### src/design/flash_seq_pkg.sv
// constants for the host-side flash block write sequencer
// ==========================================================
// How it works
// - host reads the whole target block into its own buffer and patches it
// - host points the table address at the block and erases it first
// - after erase the table address is reloaded with the block start
// - host writes every byte to the latches; the device advances the address
// - region select is set to program flash before the write starts
// - erase-select cleared and write-enable set so a write, not erase, runs
// - interrupts held off around unlock and write, restored after it ends
// - write-start is set right after the unlock sequence unless software aborts in st_unlock2
// - table address lies inside the latched block when write-start is set
// - host reads the block back and compares it with the intended data
package flash_seq_pkg;
	// ======================================================
	// host register map
	localparam logic [3:0] reg_ctrl = 4'h0;
	localparam logic [3:0] reg_status = 4'h1;
	localparam logic [3:0] reg_base = 4'h2;
	localparam logic [3:0] reg_data = 4'h3;
	localparam logic [3:0] reg_index = 4'h4;
	localparam logic [3:0] reg_mismatch = 4'h5;
	localparam int ctrl_start_bit = 0;
	localparam int ctrl_abort_bit = 1;
	// ======================================================
	// device memory control register fields
	localparam int region_lsb = 6;
	localparam logic [1:0] region_program = 2'h1;
	localparam int erase_sel_bit = 4;
	localparam int write_en_bit = 2;
	localparam int write_start_bit = 1;
	localparam logic [7:0] unlock_first = 8'h55;
	localparam logic [7:0] unlock_second = 8'haa;
	// ======================================================
	// timing
	localparam int clk_mhz = 50;
	localparam int write_time_us = 2000;
	localparam int block_time_us = 6000;
	localparam int write_cycles = write_time_us * clk_mhz;
	localparam int block_cycles = block_time_us * clk_mhz;
	// ======================================================
	// sequencer states
	typedef enum logic [3:0] {
		st_idle = 4'b0000,
		st_read = 4'b0001,
		st_erase = 4'b0010,
		st_load = 4'b0011,
		st_fill = 4'b0100,
		st_setup = 4'b0101,
		st_unlock1 = 4'b0110,
		st_unlock2 = 4'b0111,
		st_go = 4'b1000,
		st_wait = 4'b1001,
		st_verify = 4'b1010,
		st_done = 4'b1011
	} seq_state_t;
endpackage : flash_seq_pkg

### src/design/flash_cycle_timer.sv
// watchdog timer bounding device busy phases
`timescale 1ns/10ps
`default_nettype none
module flash_cycle_timer
	import flash_seq_pkg::*;
#(
	parameter int limit = block_cycles
)
(
	input wire logic ref_clk,
	input wire logic rst,
	input wire logic clear,
	input wire logic run,
	output logic expired
);
	localparam int cw = $clog2(limit + 1);
	logic [cw-1:0] count;
	initial
	begin
		if (limit < 1)
			$error("timer limit too small");
	end
	always_ff @(posedge ref_clk)
	begin
		if (rst || clear)
			count <= '0;
		else if (run && count != cw'(limit))
			count <= count + 1'b1;
	end
	always_ff @(posedge ref_clk)
	begin
		if (rst || clear)
			expired <= 1'b0;
		else
			expired <= (count == cw'(limit));
	end
endmodule : flash_cycle_timer
`default_nettype wire

### src/design/flash_block_ram.sv
// block image buffer held by the host
`timescale 1ns/10ps
`default_nettype none
module flash_block_ram #(
	parameter int depth = 64,
	parameter int aw = 6
)
(
	input wire logic ref_clk,
	input wire logic we,
	input wire logic [aw-1:0] waddr,
	input wire logic [7:0] wdata,
	input wire logic [aw-1:0] raddr,
	output logic [7:0] rdata
);
	logic [7:0] mem [depth];
	initial
	begin
		if (depth > (1 << aw))
			$error("depth exceeds address range");
	end
	always_ff @(posedge ref_clk)
	begin
		if (we)
			mem[waddr] <= wdata;
	end
	always_ff @(posedge ref_clk)
	begin
		rdata <= mem[raddr];
	end
endmodule : flash_block_ram
`default_nettype wire

### src/design/flash_block_write_sequencer.sv
// host sequencer driving one flash block read-modify-erase-write-verify
`timescale 1ns/10ps
`default_nettype none
module flash_block_write_sequencer
	import flash_seq_pkg::*;
#(
	parameter int block_bytes = 64,
	parameter int addr_width = 22,
	parameter int busy_limit = block_cycles
)
(
	input wire logic ref_clk,
	input wire logic rst,
	// software port
	input wire logic [3:0] sw_addr,
	input wire logic [31:0] sw_wdata,
	input wire logic sw_wr,
	input wire logic sw_rd,
	output logic [31:0] sw_rdata,
	// device table access
	output logic [addr_width-1:0] table_addr,
	output logic table_addr_load,
	output logic table_write,
	output logic [7:0] table_wdata,
	output logic table_read,
	input wire logic [7:0] table_rdata,
	input wire logic table_rvalid,
	// device control
	output logic [7:0] mem_control_one,
	output logic mem_control_write,
	output logic [7:0] unlock_data,
	output logic unlock_write,
	output logic erase_start,
	output logic irq_disable,
	input wire logic dev_busy,
	input wire logic write_start_status
);
	localparam int bw = $clog2(block_bytes);
	initial
	begin
		if (block_bytes < 2 || (block_bytes & (block_bytes - 1)) != 0)
			$error("block_bytes must be a power of two");
		if (addr_width <= bw)
			$error("addr_width too small");
	end
	// =====================================================
	// state
	seq_state_t state;
	seq_state_t next_state;
	logic [bw:0] index;
	logic [addr_width-1:0] base;
	logic [7:0] patch_data;
	logic [bw-1:0] patch_index;
	logic patch_pending;
	logic rd_wait;
	logic error_flag;
	logic timeout_flag;
	logic busy_seen;
	logic [bw:0] mismatch_count;
	logic ram_we;
	logic [bw-1:0] ram_waddr;
	logic [7:0] ram_wdata;
	logic [7:0] ram_rdata;
	logic [bw-1:0] ram_raddr;
	logic timer_clear;
	logic expired;
	logic last;

	function automatic logic sw_hit(input logic [3:0] a, input logic [3:0] r, input logic s);
		sw_hit = s && (a == r);
	endfunction : sw_hit

	assign last = (index == (bw+1)'(block_bytes - 1));
	assign timer_clear = (state != next_state);
	// fill reads one byte ahead so the registered ram output matches index
	assign ram_raddr = (state == st_fill && !rd_wait && !last) ? index[bw-1:0] + 1'b1 : index[bw-1:0];

	flash_block_ram #(.depth(block_bytes), .aw(bw)) image_ram (
		.ref_clk(ref_clk),
		.we(ram_we),
		.waddr(ram_waddr),
		.wdata(ram_wdata),
		.raddr(ram_raddr),
		.rdata(ram_rdata)
	);

	// long device operations are bounded so a dead device cannot hang the host
	flash_cycle_timer #(.limit(busy_limit)) busy_timer (
		.ref_clk(ref_clk),
		.rst(rst),
		.clear(timer_clear),
		.run(state == st_erase || state == st_wait),
		.expired(expired)
	);

	// =====================================================
	// next state
	always_comb
	begin
		next_state = state;
		case (state)
			st_idle:
				if (sw_hit(sw_addr, reg_ctrl, sw_wr) && sw_wdata[ctrl_start_bit])
					next_state = st_read;
			st_read:
				if (table_rvalid && last)
					next_state = st_erase;
			st_erase:
				if (expired)
					next_state = st_done;
				else if (busy_seen && !dev_busy)
					next_state = st_load;
			st_load:
				next_state = st_fill;
			st_fill:
				if (!rd_wait && last)
					next_state = st_setup;
			st_setup:
				next_state = st_unlock1;
			st_unlock1:
				next_state = st_unlock2;
			st_unlock2:
				next_state = st_go;
			st_go:
				next_state = st_wait;
			st_wait:
				if (expired)
					next_state = st_done;
				else if (busy_seen && !dev_busy && !write_start_status)
					next_state = st_verify;
			st_verify:
				if (table_rvalid && last)
					next_state = st_done;
			st_done:
				next_state = st_idle;
			default:
				next_state = st_idle;
		endcase
		if (sw_hit(sw_addr, reg_ctrl, sw_wr) && sw_wdata[ctrl_abort_bit]
			&& state != st_wait && state != st_go)
			next_state = st_idle;
	end

	always_ff @(posedge ref_clk)
	begin
		if (rst)
			state <= st_idle;
		else
			state <= next_state;
	end

	// =====================================================
	// byte index and ram read latency
	always_ff @(posedge ref_clk)
	begin
		if (rst || state != next_state)
			index <= '0;
		else if ((state == st_read || state == st_verify) && table_rvalid)
			index <= index + 1'b1;
		else if (state == st_fill && !rd_wait && !last)
			index <= index + 1'b1;
	end

	always_ff @(posedge ref_clk)
	begin
		if (rst || state != st_fill)
			rd_wait <= 1'b1;
		else
			rd_wait <= 1'b0;
	end

	always_ff @(posedge ref_clk)
	begin
		if (rst)
			busy_seen <= 1'b0;
		else if (state != next_state)
			busy_seen <= 1'b0;
		else if (dev_busy)
			busy_seen <= 1'b1;
	end

	// =====================================================
	// image buffer writes: read-back with software patch applied
	always_comb
	begin
		ram_we = 1'b0;
		ram_waddr = index[bw-1:0];
		ram_wdata = table_rdata;
		if (state == st_read && table_rvalid)
		begin
			ram_we = 1'b1;
			if (patch_pending && patch_index == index[bw-1:0])
				ram_wdata = patch_data;
		end
		else if (state == st_idle && sw_hit(sw_addr, reg_data, sw_wr))
		begin
			ram_we = 1'b1;
			ram_waddr = sw_wdata[8+bw-1:8];
			ram_wdata = sw_wdata[7:0];
		end
	end

	// =====================================================
	// software registers
	always_ff @(posedge ref_clk)
	begin
		if (rst)
			base <= '0;
		else if (state == st_idle && sw_hit(sw_addr, reg_base, sw_wr))
			base <= {sw_wdata[addr_width-1:bw], {bw{1'b0}}};
	end

	always_ff @(posedge ref_clk)
	begin
		if (rst)
		begin
			patch_pending <= 1'b0;
			patch_data <= 8'h00;
			patch_index <= '0;
		end
		else if (state == st_idle && sw_hit(sw_addr, reg_index, sw_wr))
		begin
			patch_pending <= sw_wdata[31];
			patch_index <= sw_wdata[8+bw-1:8];
			patch_data <= sw_wdata[7:0];
		end
	end

	always_ff @(posedge ref_clk)
	begin
		if (rst)
		begin
			error_flag <= 1'b0;
			timeout_flag <= 1'b0;
			mismatch_count <= '0;
		end
		else if (state == st_idle && next_state == st_read)
		begin
			error_flag <= 1'b0;
			timeout_flag <= 1'b0;
			mismatch_count <= '0;
		end
		else
		begin
			if (expired)
				timeout_flag <= 1'b1;
			if (state == st_verify && table_rvalid && table_rdata != ram_rdata)
			begin
				error_flag <= 1'b1;
				mismatch_count <= mismatch_count + 1'b1;
			end
		end
	end

	always_ff @(posedge ref_clk)
	begin
		if (rst)
			sw_rdata <= 32'h0000_0000;
		else if (sw_rd)
			case (sw_addr)
				reg_status:
					sw_rdata <= {24'h00_0000, 1'b0, timeout_flag, error_flag,
						(state == st_idle), state};
				reg_base:
					sw_rdata <= 32'(base);
				reg_mismatch:
					sw_rdata <= 32'(mismatch_count);
				default:
					sw_rdata <= 32'h0000_0000;
			endcase
		else
			sw_rdata <= 32'h0000_0000;
	end

	// =====================================================
	// device side outputs
	always_ff @(posedge ref_clk)
	begin
		if (rst)
		begin
			table_addr <= '0;
			table_addr_load <= 1'b0;
			table_write <= 1'b0;
			table_wdata <= 8'h00;
			table_read <= 1'b0;
			erase_start <= 1'b0;
		end
		else
		begin
			table_addr_load <= 1'b0;
			table_write <= 1'b0;
			table_read <= 1'b0;
			erase_start <= 1'b0;
			if (state == st_idle && next_state == st_read)
			begin
				table_addr <= base;
				table_addr_load <= 1'b1;
			end
			if ((state == st_read || state == st_verify) && index == '0 && !busy_seen)
				table_read <= 1'b0;
			if ((state == st_read && next_state == st_read)
				|| (state == st_verify && next_state == st_verify))
				table_read <= !table_read && !table_rvalid ? 1'b1 : 1'b0;
			if (state == st_read && next_state == st_erase)
			begin
				table_addr <= base;
				table_addr_load <= 1'b1;
				erase_start <= 1'b1;
			end
			if (state == st_load)
			begin
				table_addr <= base;
				table_addr_load <= 1'b1;
			end
			if (state == st_fill && !rd_wait)
			begin
				table_write <= 1'b1;
				table_wdata <= ram_rdata;
			end
			if (state == st_setup)
			begin
				table_addr <= base;
				table_addr_load <= 1'b1;
			end
			if (state == st_wait && next_state == st_verify)
			begin
				table_addr <= base;
				table_addr_load <= 1'b1;
			end
		end
	end

	always_ff @(posedge ref_clk)
	begin
		if (rst)
		begin
			mem_control_one <= 8'h00;
			mem_control_write <= 1'b0;
			unlock_data <= 8'h00;
			unlock_write <= 1'b0;
		end
		else
		begin
			mem_control_write <= 1'b0;
			unlock_write <= 1'b0;
			case (state)
				st_setup:
				begin
					mem_control_one <= 8'h00;
					mem_control_one[region_lsb +: 2] <= region_program;
					mem_control_one[erase_sel_bit] <= 1'b0;
					mem_control_one[write_en_bit] <= 1'b1;
					mem_control_write <= 1'b1;
				end
				st_unlock1:
				begin
					unlock_data <= unlock_first;
					unlock_write <= 1'b1;
				end
				st_unlock2:
				begin
					unlock_data <= unlock_second;
					unlock_write <= 1'b1;
				end
				st_go:
				begin
					mem_control_one[write_start_bit] <= 1'b1;
					mem_control_write <= 1'b1;
				end
				st_wait:
					mem_control_one[write_start_bit] <= 1'b0;
				default:
					mem_control_one[write_en_bit] <= 1'b0;
			endcase
		end
	end

	always_ff @(posedge ref_clk)
	begin
		if (rst)
			irq_disable <= 1'b0;
		else if (state == st_setup)
			irq_disable <= 1'b1;
		else if (state == st_verify || state == st_done || state == st_idle)
			irq_disable <= 1'b0;
	end

	// =====================================================
	// checks
	unlock_order_a: assert property (@(posedge ref_clk) disable iff (rst)
		(unlock_write && unlock_data == unlock_second) |=> mem_control_write
			&& mem_control_one[write_start_bit])
		else $error("write start not right after unlock");
	irq_held_a: assert property (@(posedge ref_clk) disable iff (rst)
		unlock_write |-> irq_disable)
		else $error("unlock with interrupts enabled");
	write_mode_a: assert property (@(posedge ref_clk) disable iff (rst)
		(mem_control_write && mem_control_one[write_start_bit]) |->
			mem_control_one[write_en_bit] && !mem_control_one[erase_sel_bit])
		else $error("write started in erase mode");
	region_sel_a: assert property (@(posedge ref_clk) disable iff (rst)
		(mem_control_write && mem_control_one[write_start_bit]) |->
			mem_control_one[region_lsb +: 2] == region_program)
		else $error("region not program flash");
	addr_reload_a: assert property (@(posedge ref_clk) disable iff (rst)
		(state == st_load) |=> table_addr_load && table_addr == base)
		else $error("table address not reloaded");
	setup_addr_a: assert property (@(posedge ref_clk) disable iff (rst)
		(state == st_setup) |=> table_addr == base)
		else $error("table address outside block");
	wait_release_a: assert property (@(posedge ref_clk) disable iff (rst)
		(state == st_wait && next_state == st_verify) |-> !write_start_status)
		else $error("released while write start set");
	erase_first_a: assert property (@(posedge ref_clk) disable iff (rst)
		(state == st_erase && next_state == st_load) |-> busy_seen && !dev_busy)
		else $error("fill before erase completes");
endmodule : flash_block_write_sequencer
`default_nettype wire

### config.mk
export PLATFORM = sky130hd
export DESIGN_NAME = flash_block_write_sequencer
export DESIGN_NICKNAME = d
export VERILOG_FILES = /design/src/design/flash_seq_pkg.sv /design/src/design/flash_cycle_timer.sv /design/src/design/flash_block_ram.sv /design/src/design/flash_block_write_sequencer.sv
export SDC_FILE = /design/constraint.sdc
export NUM_CORES = 1
export LEC_CHECK = 0
export BUFFER_PORTS_ARGS = -buffer_cell sky130_fd_sc_hd__buf_2
export CAP_MARGIN = 10
export CORE_ASPECT_RATIO = 0.8
export CORE_MARGIN = 1
export CORE_UTILIZATION = 60
export CTS_BUF_LIST = sky130_fd_sc_hd__clkbuf_8 sky130_fd_sc_hd__clkbuf_16
export CTS_CLUSTER_SIZE = 40
export DETAILED_ROUTE_END_ITERATION = 6
export GPL_TIMING_DRIVEN = 0
export PLACE_DENSITY = 0.78
export SYNTH_ARGS = -nofsm -noshare
export SYNTH_HDL_FRONTEND = slang
export SYNTH_HIERARCHICAL = 1
export SYNTH_SLANG_ARGS = --single-unit
### constraint.sdc
create_clock -name ref_clk -period 6 [get_ports ref_clk]
set_input_delay 1.8 -clock ref_clk [delete_from_list [all_inputs] [get_ports ref_clk]]
set_output_delay 1.8 -clock ref_clk [all_outputs]
set_load 0.005 [all_outputs]
======== Word-level counts from Yosys, hierarchy flattened ========
Memory sizes are Yosys's and may differ from the RTL's. A register that Yosys moved wholly into a read port is not among the register bits.
Index checks and enable logic that the tools add are counted.
storage, ports and cells
  flip-flop bits (word level) ............. 153
  latch bits .............................. 0
  memory bits (writable) .................. 512
  ROM bits ................................ 0
  output and inout bits ................... 85
  word-level logic and storage cells ...... 163
  memories kept ........................... 1
memories
  memory         words  width  rd ports  clocked after memory_dff  wr ports  line                   source
  image_ram.mem  64     8      1         1                         1         flash_block_ram.sv:16  logic [7:0] mem [depth];
operators by class
  $add $sub $neg .......................... 4
  multipliers ............................. 0
  divide/modulo/power cells ............... 0
  $lt $le $gt $ge ......................... 0
  eq/ne operators ......................... 28
  shift-type cells ........................ 0
  multiplexer cells ....................... 44
  bitwise operators ....................... 2
  reduce and logical (&&, ||, !) cells .... 57
operators by type and width
  operator                                                         count
  22-bit two-way mux                                               5
  22-bit case mux with 3 select lines                              1
  4-bit case mux with 11 select lines                              1
  4-bit two-way mux                                                9
  1-bit logical AND                                                29
  4-bit by 3-bit == test with 1-bit output, second input constant  6
  8-bit two-way mux                                                3
  4-bit by 2-bit == test with 1-bit output, second input constant  5
  4-bit == test, second input constant                             5
  19-bit by 1-bit adder with 19-bit output, second input constant  1
  19-bit == test, second input constant                            1
  19-bit inequality test, second input constant                    1
  6-bit two-way mux                                                3
  1-bit two-way mux                                                17
  8-bit case mux with 2 select lines                               1
  7-bit by 1-bit adder with 7-bit output, second input constant    2
  7-bit two-way mux                                                2
  2-bit OR reduction                                               7
  4-bit by 1-bit == test with 1-bit output, second input constant  3
  4-bit zero test                                                  2
  4-bit inequality test, second input constant                     2
  8-bit inequality test                                            1
  2-bit nonzero test                                               4
  7-bit by 6-bit == test with 1-bit output, second input constant  1
  10 further kinds                                                 23

======== Longest topological paths before layout ========
  word-level depth ........................ 14
  mapped depth ............................ 16
  gate-level depth less buffers ........... 11

======== Cells and area by module ========
Netlist, hierarchy kept.
by module, submodules not included
  module                       instances  cells an instance  area each (sq um)
  flash_block_ram              1          940                20166.8
  flash_block_write_sequencer  1          590                5245.0
  flash_cycle_timer            1          123                1022.2

======== Worst setup path before layout ========
Ideal clock, no wire load.
  path type ............................... input to register
  start point ............................. in sw_addr[3]
  end point ............................... mem image_ram.mem[48][0], enable pin
  library setup time ...................... 0.383 ns
  arrival time ............................ 4.346 ns
  slack ................................... 1.270 ns
  cell stages on the path ................. 10
  path through ............................ nor3b_1 > and2_1 > and3_1 > buf_2 > clkbuf_1 > mux2_2 > clkbuf_1 > nor2b_1 > nand4b_1 > nor3_1
between the ends
  elaborated cells between the ends (all ways) .. 9
RTL lines
  element                                   line                                source
  start: declaration                        flash_block_write_sequencer.sv:15   input wire logic [3:0] sw_addr,
  4-bit by 2-bit == test with 1-bit output  flash_block_write_sequencer.sv:70   sw_hit = s && (a == r);
  1-bit logical AND                         flash_block_write_sequencer.sv:70
  1-bit logical AND                         flash_block_write_sequencer.sv:195  else if (state == st_idle && sw_hit(sw_addr, reg_data, sw_wr))
  6-bit two-way mux                         flash_block_write_sequencer.sv:195
  6-bit two-way mux                         flash_block_write_sequencer.sv:189  if (state == st_read && table_rvalid)
  net ram_waddr[3]                          flash_block_write_sequencer.sv:61   logic [bw-1:0] ram_waddr;
  end: declaration                          flash_block_ram.sv:16
The timed path passes the listed nets, and every way through them passes these cells.

======== Final worst setup path ========
  start point ............................. in sw_addr[3]
  end point ............................... mem image_ram.mem[48][1], enable pin
The elaborated chain is that of the path after synthesis.

==> flow_summary.html <==
<table>
<tr><th>Metric</th><th>Value</th></tr>
<tr><th colspan="2">GRT</th></tr>
<tr><td>Via count of the first global-routing pass</td><td>15300</td></tr>
<tr><td>Largest net degree at the start of global routing</td><td>65</td></tr>
<tr><td>Sum of overflow across all layers after global routing</td><td>0</td></tr>
<tr><td>Wire length of the first global-routing pass</td><td>96200 µm</td></tr>
<tr><td>Total global routing track utilization</td><td>29.3%</td></tr>
<tr><td>Number of antenna violations at the first check in global routing</td><td>2</td></tr>
<tr><th colspan="2">Setup path</th></tr>
<tr><td>CP Launch Type</td><td>input port</td></tr>
<tr><td>Required @ worst endpoint</td><td>6210 ps</td></tr>
<tr><td>Worst setup EP type</td><td>flip-flop</td></tr>
<tr><td>Cell class contributing the biggest share of worst-path delay</td><td>simple AND/OR/NAND/NOR gates</td></tr>
<tr><td>Critical path fanouts, max</td><td>10</td></tr>
<tr><td>Cell with the biggest individual delay on the critical path</td><td>nor3_1</td></tr>
<tr><td>Cell Chain, Critical Path</td><td>buf_2 -&gt; nor3b_1 -&gt; and2_1 -&gt; and3_1 -&gt; buf_2 -&gt; clkbuf_1 -&gt; mux2_2 -&gt; clkbuf_1 -&gt; nor2b_1 -&gt; nand4b_1 -&gt; nor3_1</td></tr>
<tr><td>Path length in cells of the critical path</td><td>11</td></tr>
<tr><td>Buffers plus inverters on the worst setup path</td><td>4</td></tr>
<tr><td>Critical path class</td><td>in2reg</td></tr>
<tr><td>Peak per-stage delay on the critical path</td><td>980 ps</td></tr>
<tr><td>Worst reg-to-reg path cell count</td><td>12</td></tr>
<tr><td>Critical path arrival</td><td>5730 ps</td></tr>
<tr><th colspan="2">Synthesis</th></tr>
<tr><td>Area share of the largest cell type after synthesis</td><td>58.2%</td></tr>
<tr><td>Predominant post-synthesis flop cell</td><td>edfxtp_1</td></tr>
<tr><td>Mean area per synthesized cell</td><td>16.0 µm²</td></tr>
<tr><td>Count of flip-flops with a built-in enable after synthesis</td><td>512</td></tr>
<tr><td>Cells after synthesis</td><td>1653</td></tr>
<tr><td>Top cells by area, synth</td><td>edfxtp_1 (58%), mux4_2 (11%), dfxtp_1 (11%)</td></tr>
<tr><td>Number of synthesized register bits</td><td>651</td></tr>
<tr><td>Count of cell types in the netlist</td><td>79</td></tr>
<tr><td>Netlist area before placement</td><td>26400 µm²</td></tr>
<tr><td>Library cell occupying the most area in the post-synthesis netlist</td><td>edfxtp_1</td></tr>
<tr><td>Share of flip-flops with an asynchronous set or reset after synthesis</td><td>0%</td></tr>
<tr><td>Synth Warn #</td><td>6</td></tr>
<tr><td>Sequential share of the synthesized area</td><td>68.7%</td></tr>
<tr><th colspan="2">Clock tree</th></tr>
<tr><td>Number of buffers inserted by hold repair at cts</td><td>0</td></tr>
<tr><td>Worst-case clock buffer depth</td><td>3</td></tr>
<tr><td>Clock buffer count from CTS</td><td>59</td></tr>
<tr><td>Clock insertion delay at the later pin of the skew report</td><td>610 ps</td></tr>
<tr><td># clock sinks</td><td>651</td></tr>
<tr><td>Quantity of gates resized following cts</td><td>0</td></tr>
<tr><td>Clock transition at the register clock pins on the worst setup and hold paths after CTS</td><td>60 ps</td></tr>
<tr><td>CTS H-Tree Depth</td><td>2</td></tr>
<tr><td>TritonCTS clock tree</td><td>done</td></tr>
<tr><td>Number of setup buffers added after CTS</td><td>0</td></tr>
<tr><td>Buffer type at the clock tree root</td><td>clkbuf_16</td></tr>
<tr><th colspan="2">Timing</th></tr>
<tr><td>Maximum clock frequency</td><td>0.181 GHz</td></tr>
<tr><td>Setup repair after global routing missed its margin</td><td>false</td></tr>
<tr><td>Part of the cycle the worst path needs</td><td>92.1%</td></tr>
<tr><td>Final number of hold-violating endpoints</td><td>0</td></tr>
<tr><td>Relative slew slack</td><td>20.1%</td></tr>
<tr><td>Endpoints failing setup</td><td>0</td></tr>
<tr><td>Fin. max-slew vios</td><td>0</td></tr>
<tr><td>Smallest setup slack after layout</td><td>472 ps</td></tr>
<tr><td>Worst hold slack across all endpoints</td><td>455 ps</td></tr>
<tr><td>Worst Skew</td><td>19.1 ps</td></tr>
<tr><td>Slew at the pin closest to its max-slew limit</td><td>1190 ps</td></tr>
<tr><td>Clock period minus final worst setup slack</td><td>5530 ps</td></tr>
<tr><td>Setup TNS after final layout</td><td>0 ps</td></tr>
<tr><th colspan="2">Final layout</th></tr>
<tr><td>Core Util, Final</td><td>69.2%</td></tr>
<tr><td>Count of nets after finishing</td><td>1903</td></tr>
<tr><td>Leading cell type in the layout, fill and taps excluded</td><td>edfxtp_1</td></tr>
<tr><td>Non-filler cells in the finished layout</td><td>2456</td></tr>
<tr><td>Post-Layout Inst Area</td><td>30000 µm²</td></tr>
<tr><td>Layout cell share with drive strength beyond 1</td><td>24.1%</td></tr>
<tr><td>Commonest non-fill, non-tap cells in the layout</td><td>edfxtp_1 (512), nor2_1 (152), dfxtp_1 (139)</td></tr>
<tr><td>Area growth, synth to finish</td><td>13.4%</td></tr>
<tr><td>Inserted Diodes</td><td>0</td></tr>
<tr><td>Number of filler instances in the final layout</td><td>2701</td></tr>
<tr><th colspan="2">Placed design</th></tr>
<tr><td>Count of port buffers added during placement</td><td>105</td></tr>
<tr><td>Count of placed standard cells including taps</td><td>2346</td></tr>
<tr><td>Half-perimeter wire length after placement</td><td>43100 µm</td></tr>
<tr><td>Setup Slack @ Placement</td><td>-217 ps</td></tr>
<tr><td>Post-Place Cell Area</td><td>27900 µm²</td></tr>
<tr><td>Routability cong.</td><td>0.914</td></tr>
<tr><th colspan="2">Drt</th></tr>
<tr><td>Drt wl/cell</td><td>26.6 µm</td></tr>
<tr><td>Vias per Instance</td><td>6.44</td></tr>
<tr><td>DRC violation total after the first TritonRoute iteration</td><td>1975</td></tr>
<tr><td>Count of vias placed by the detailed router</td><td>15800</td></tr>
<tr><td>DRC errors left</td><td>0</td></tr>
<tr><td>Final routed wirelength across all metal layers</td><td>65400 µm</td></tr>
<tr><td>Drt pass-1 iters</td><td>6</td></tr>
<tr><td>Number of nets still failing antenna checks after routing</td><td>0</td></tr>
<tr><th colspan="2">Flow run</th></tr>
<tr><td>Max Cap Viol</td><td>0</td></tr>
<tr><th colspan="2">Run status</th></tr>
<tr><td>Outcome</td><td>completed</td></tr>
<tr><th colspan="2">Die</th></tr>
<tr><td>Top-level port count</td><td>136</td></tr>
<tr><td>Std-Cell Core Area</td><td>43300 µm²</td></tr>
<tr><td>Horizontal die dimension</td><td>237 µm</td></tr>
<tr><td>Die Height</td><td>190 µm</td></tr>
<tr><td>Die area</td><td>44900 µm²</td></tr>
<tr><td>Core Rows</td><td>68</td></tr>
<tr><td>Initial Util</td><td>61.0%</td></tr>
<tr><th colspan="2">Hold path</th></tr>
<tr><td>Min-delay worst type</td><td>reg2reg</td></tr>
<tr><td>Worst hold path stage count</td><td>2</td></tr>
<tr><th colspan="2">Pwr</th></tr>
<tr><td>Peak supply drop</td><td>278 µV</td></tr>
<tr><td>Design Power</td><td>9.23 mW</td></tr>
<tr><td>Leakage dissipation</td><td>9.97 nW</td></tr>
<tr><td>Total power density per cell area</td><td>308 nW/µm²</td></tr>
</table>
==> area by class of cell <==
type	instances	area (µm²)	share of cell area (%)
flip-flops and latches	651	18200	60.6
multi-input cells	889	7570	25.3
clock buffers	66	1580	5.29
plain buffers	116	719	2.40
repair buffers	114	701	2.34
well taps	560	701	2.34
clock inverters	43	470	1.57
inverters	17	63.8	0.213
==> cell usage after synthesis, drive strengths merged (8+ instances only) <==
cell type  number
a21oi          56
dfxtp         139
o22ai           8
mux2i          63
nor2b          22
nand2         102
xor2           18
edfxtp        512
and2           18
o221ai          9
buf            77
or4             9
mux2           20
xnor2          20
nand2b         46
clkbuf         39
nor3           25
or3             8
o21ai          21
nor4            9
nor2          152
mux4          126
inv            17
nand3          27
a222oi          8
nand4          15
==> layer usage <==
metal  GRT usage, %  wire length (µm)  vias up
met5              0                12        -
met4           10.7              2520        2
met3           6.04              7310      194
met2           46.4             30500     1040
met1           40.8             25000     7869
li1               -                 -     6720
==> path summary, 6_finish.rpt <==
path                                    start                   end  slack [ps]
worst min register to register  patch_data[7]         patch_data[7]         450
worst max register to register       state[1]    image_ram/rdata[1]         510
worst max-delay path               sw_addr[3]  image_ram/mem[48][1]         470
worst min-delay path            patch_data[7]         patch_data[7]         450
==> worst reg2reg max path, delay by kind of cell (launching register included) <==
kind	cells	cell delay, ps
compound gates	2	480
flops	1	300
buf+inv	5	2090
xor+xnor	1	900
simple gates	4	1560
==> power breakdown <==
group | switching, mW | internal [mW]
Combinational | 0.244 | 0.133
Sequential | 0.00870 | 4.90
Clock | 1.65 | 2.29
Total | 1.91 | 7.32
==> logic make-up (layout without fill, tap and decap cells) <==
logic type / count (synthesis) / count (layout) / share of synthesized area (%)
AO/OA/AOI/OAI: 154 / 154 / 4.00
XOR/XNOR: 38 / 38 / 1.26
adder cells (fa/ha/maj): 4 / 4 / 0.189
buffers and inverters: 133 / 356 / 2.96
flip-flops: 651 / 651 / 68.7
multiplexers: 209 / 209 / 14.0
other: 1 / 21 / 0.0142
AND/OR/NAND/NOR: 463 / 463 / 8.92
==> registers in the layout, summed over array words and instances, names as in the netlist, 3 cells and up <==
signal	flops
image_ram/mem	512
sw_rdata	22
busy_timer/count	19
base	16
table_addr	16
image_ram/rdata	8
patch_data	8
table_wdata	8
index	7
mismatch_count	7
patch_index	6
state	4
mem_control_one	3
Power figures use the tool's default switching activity.
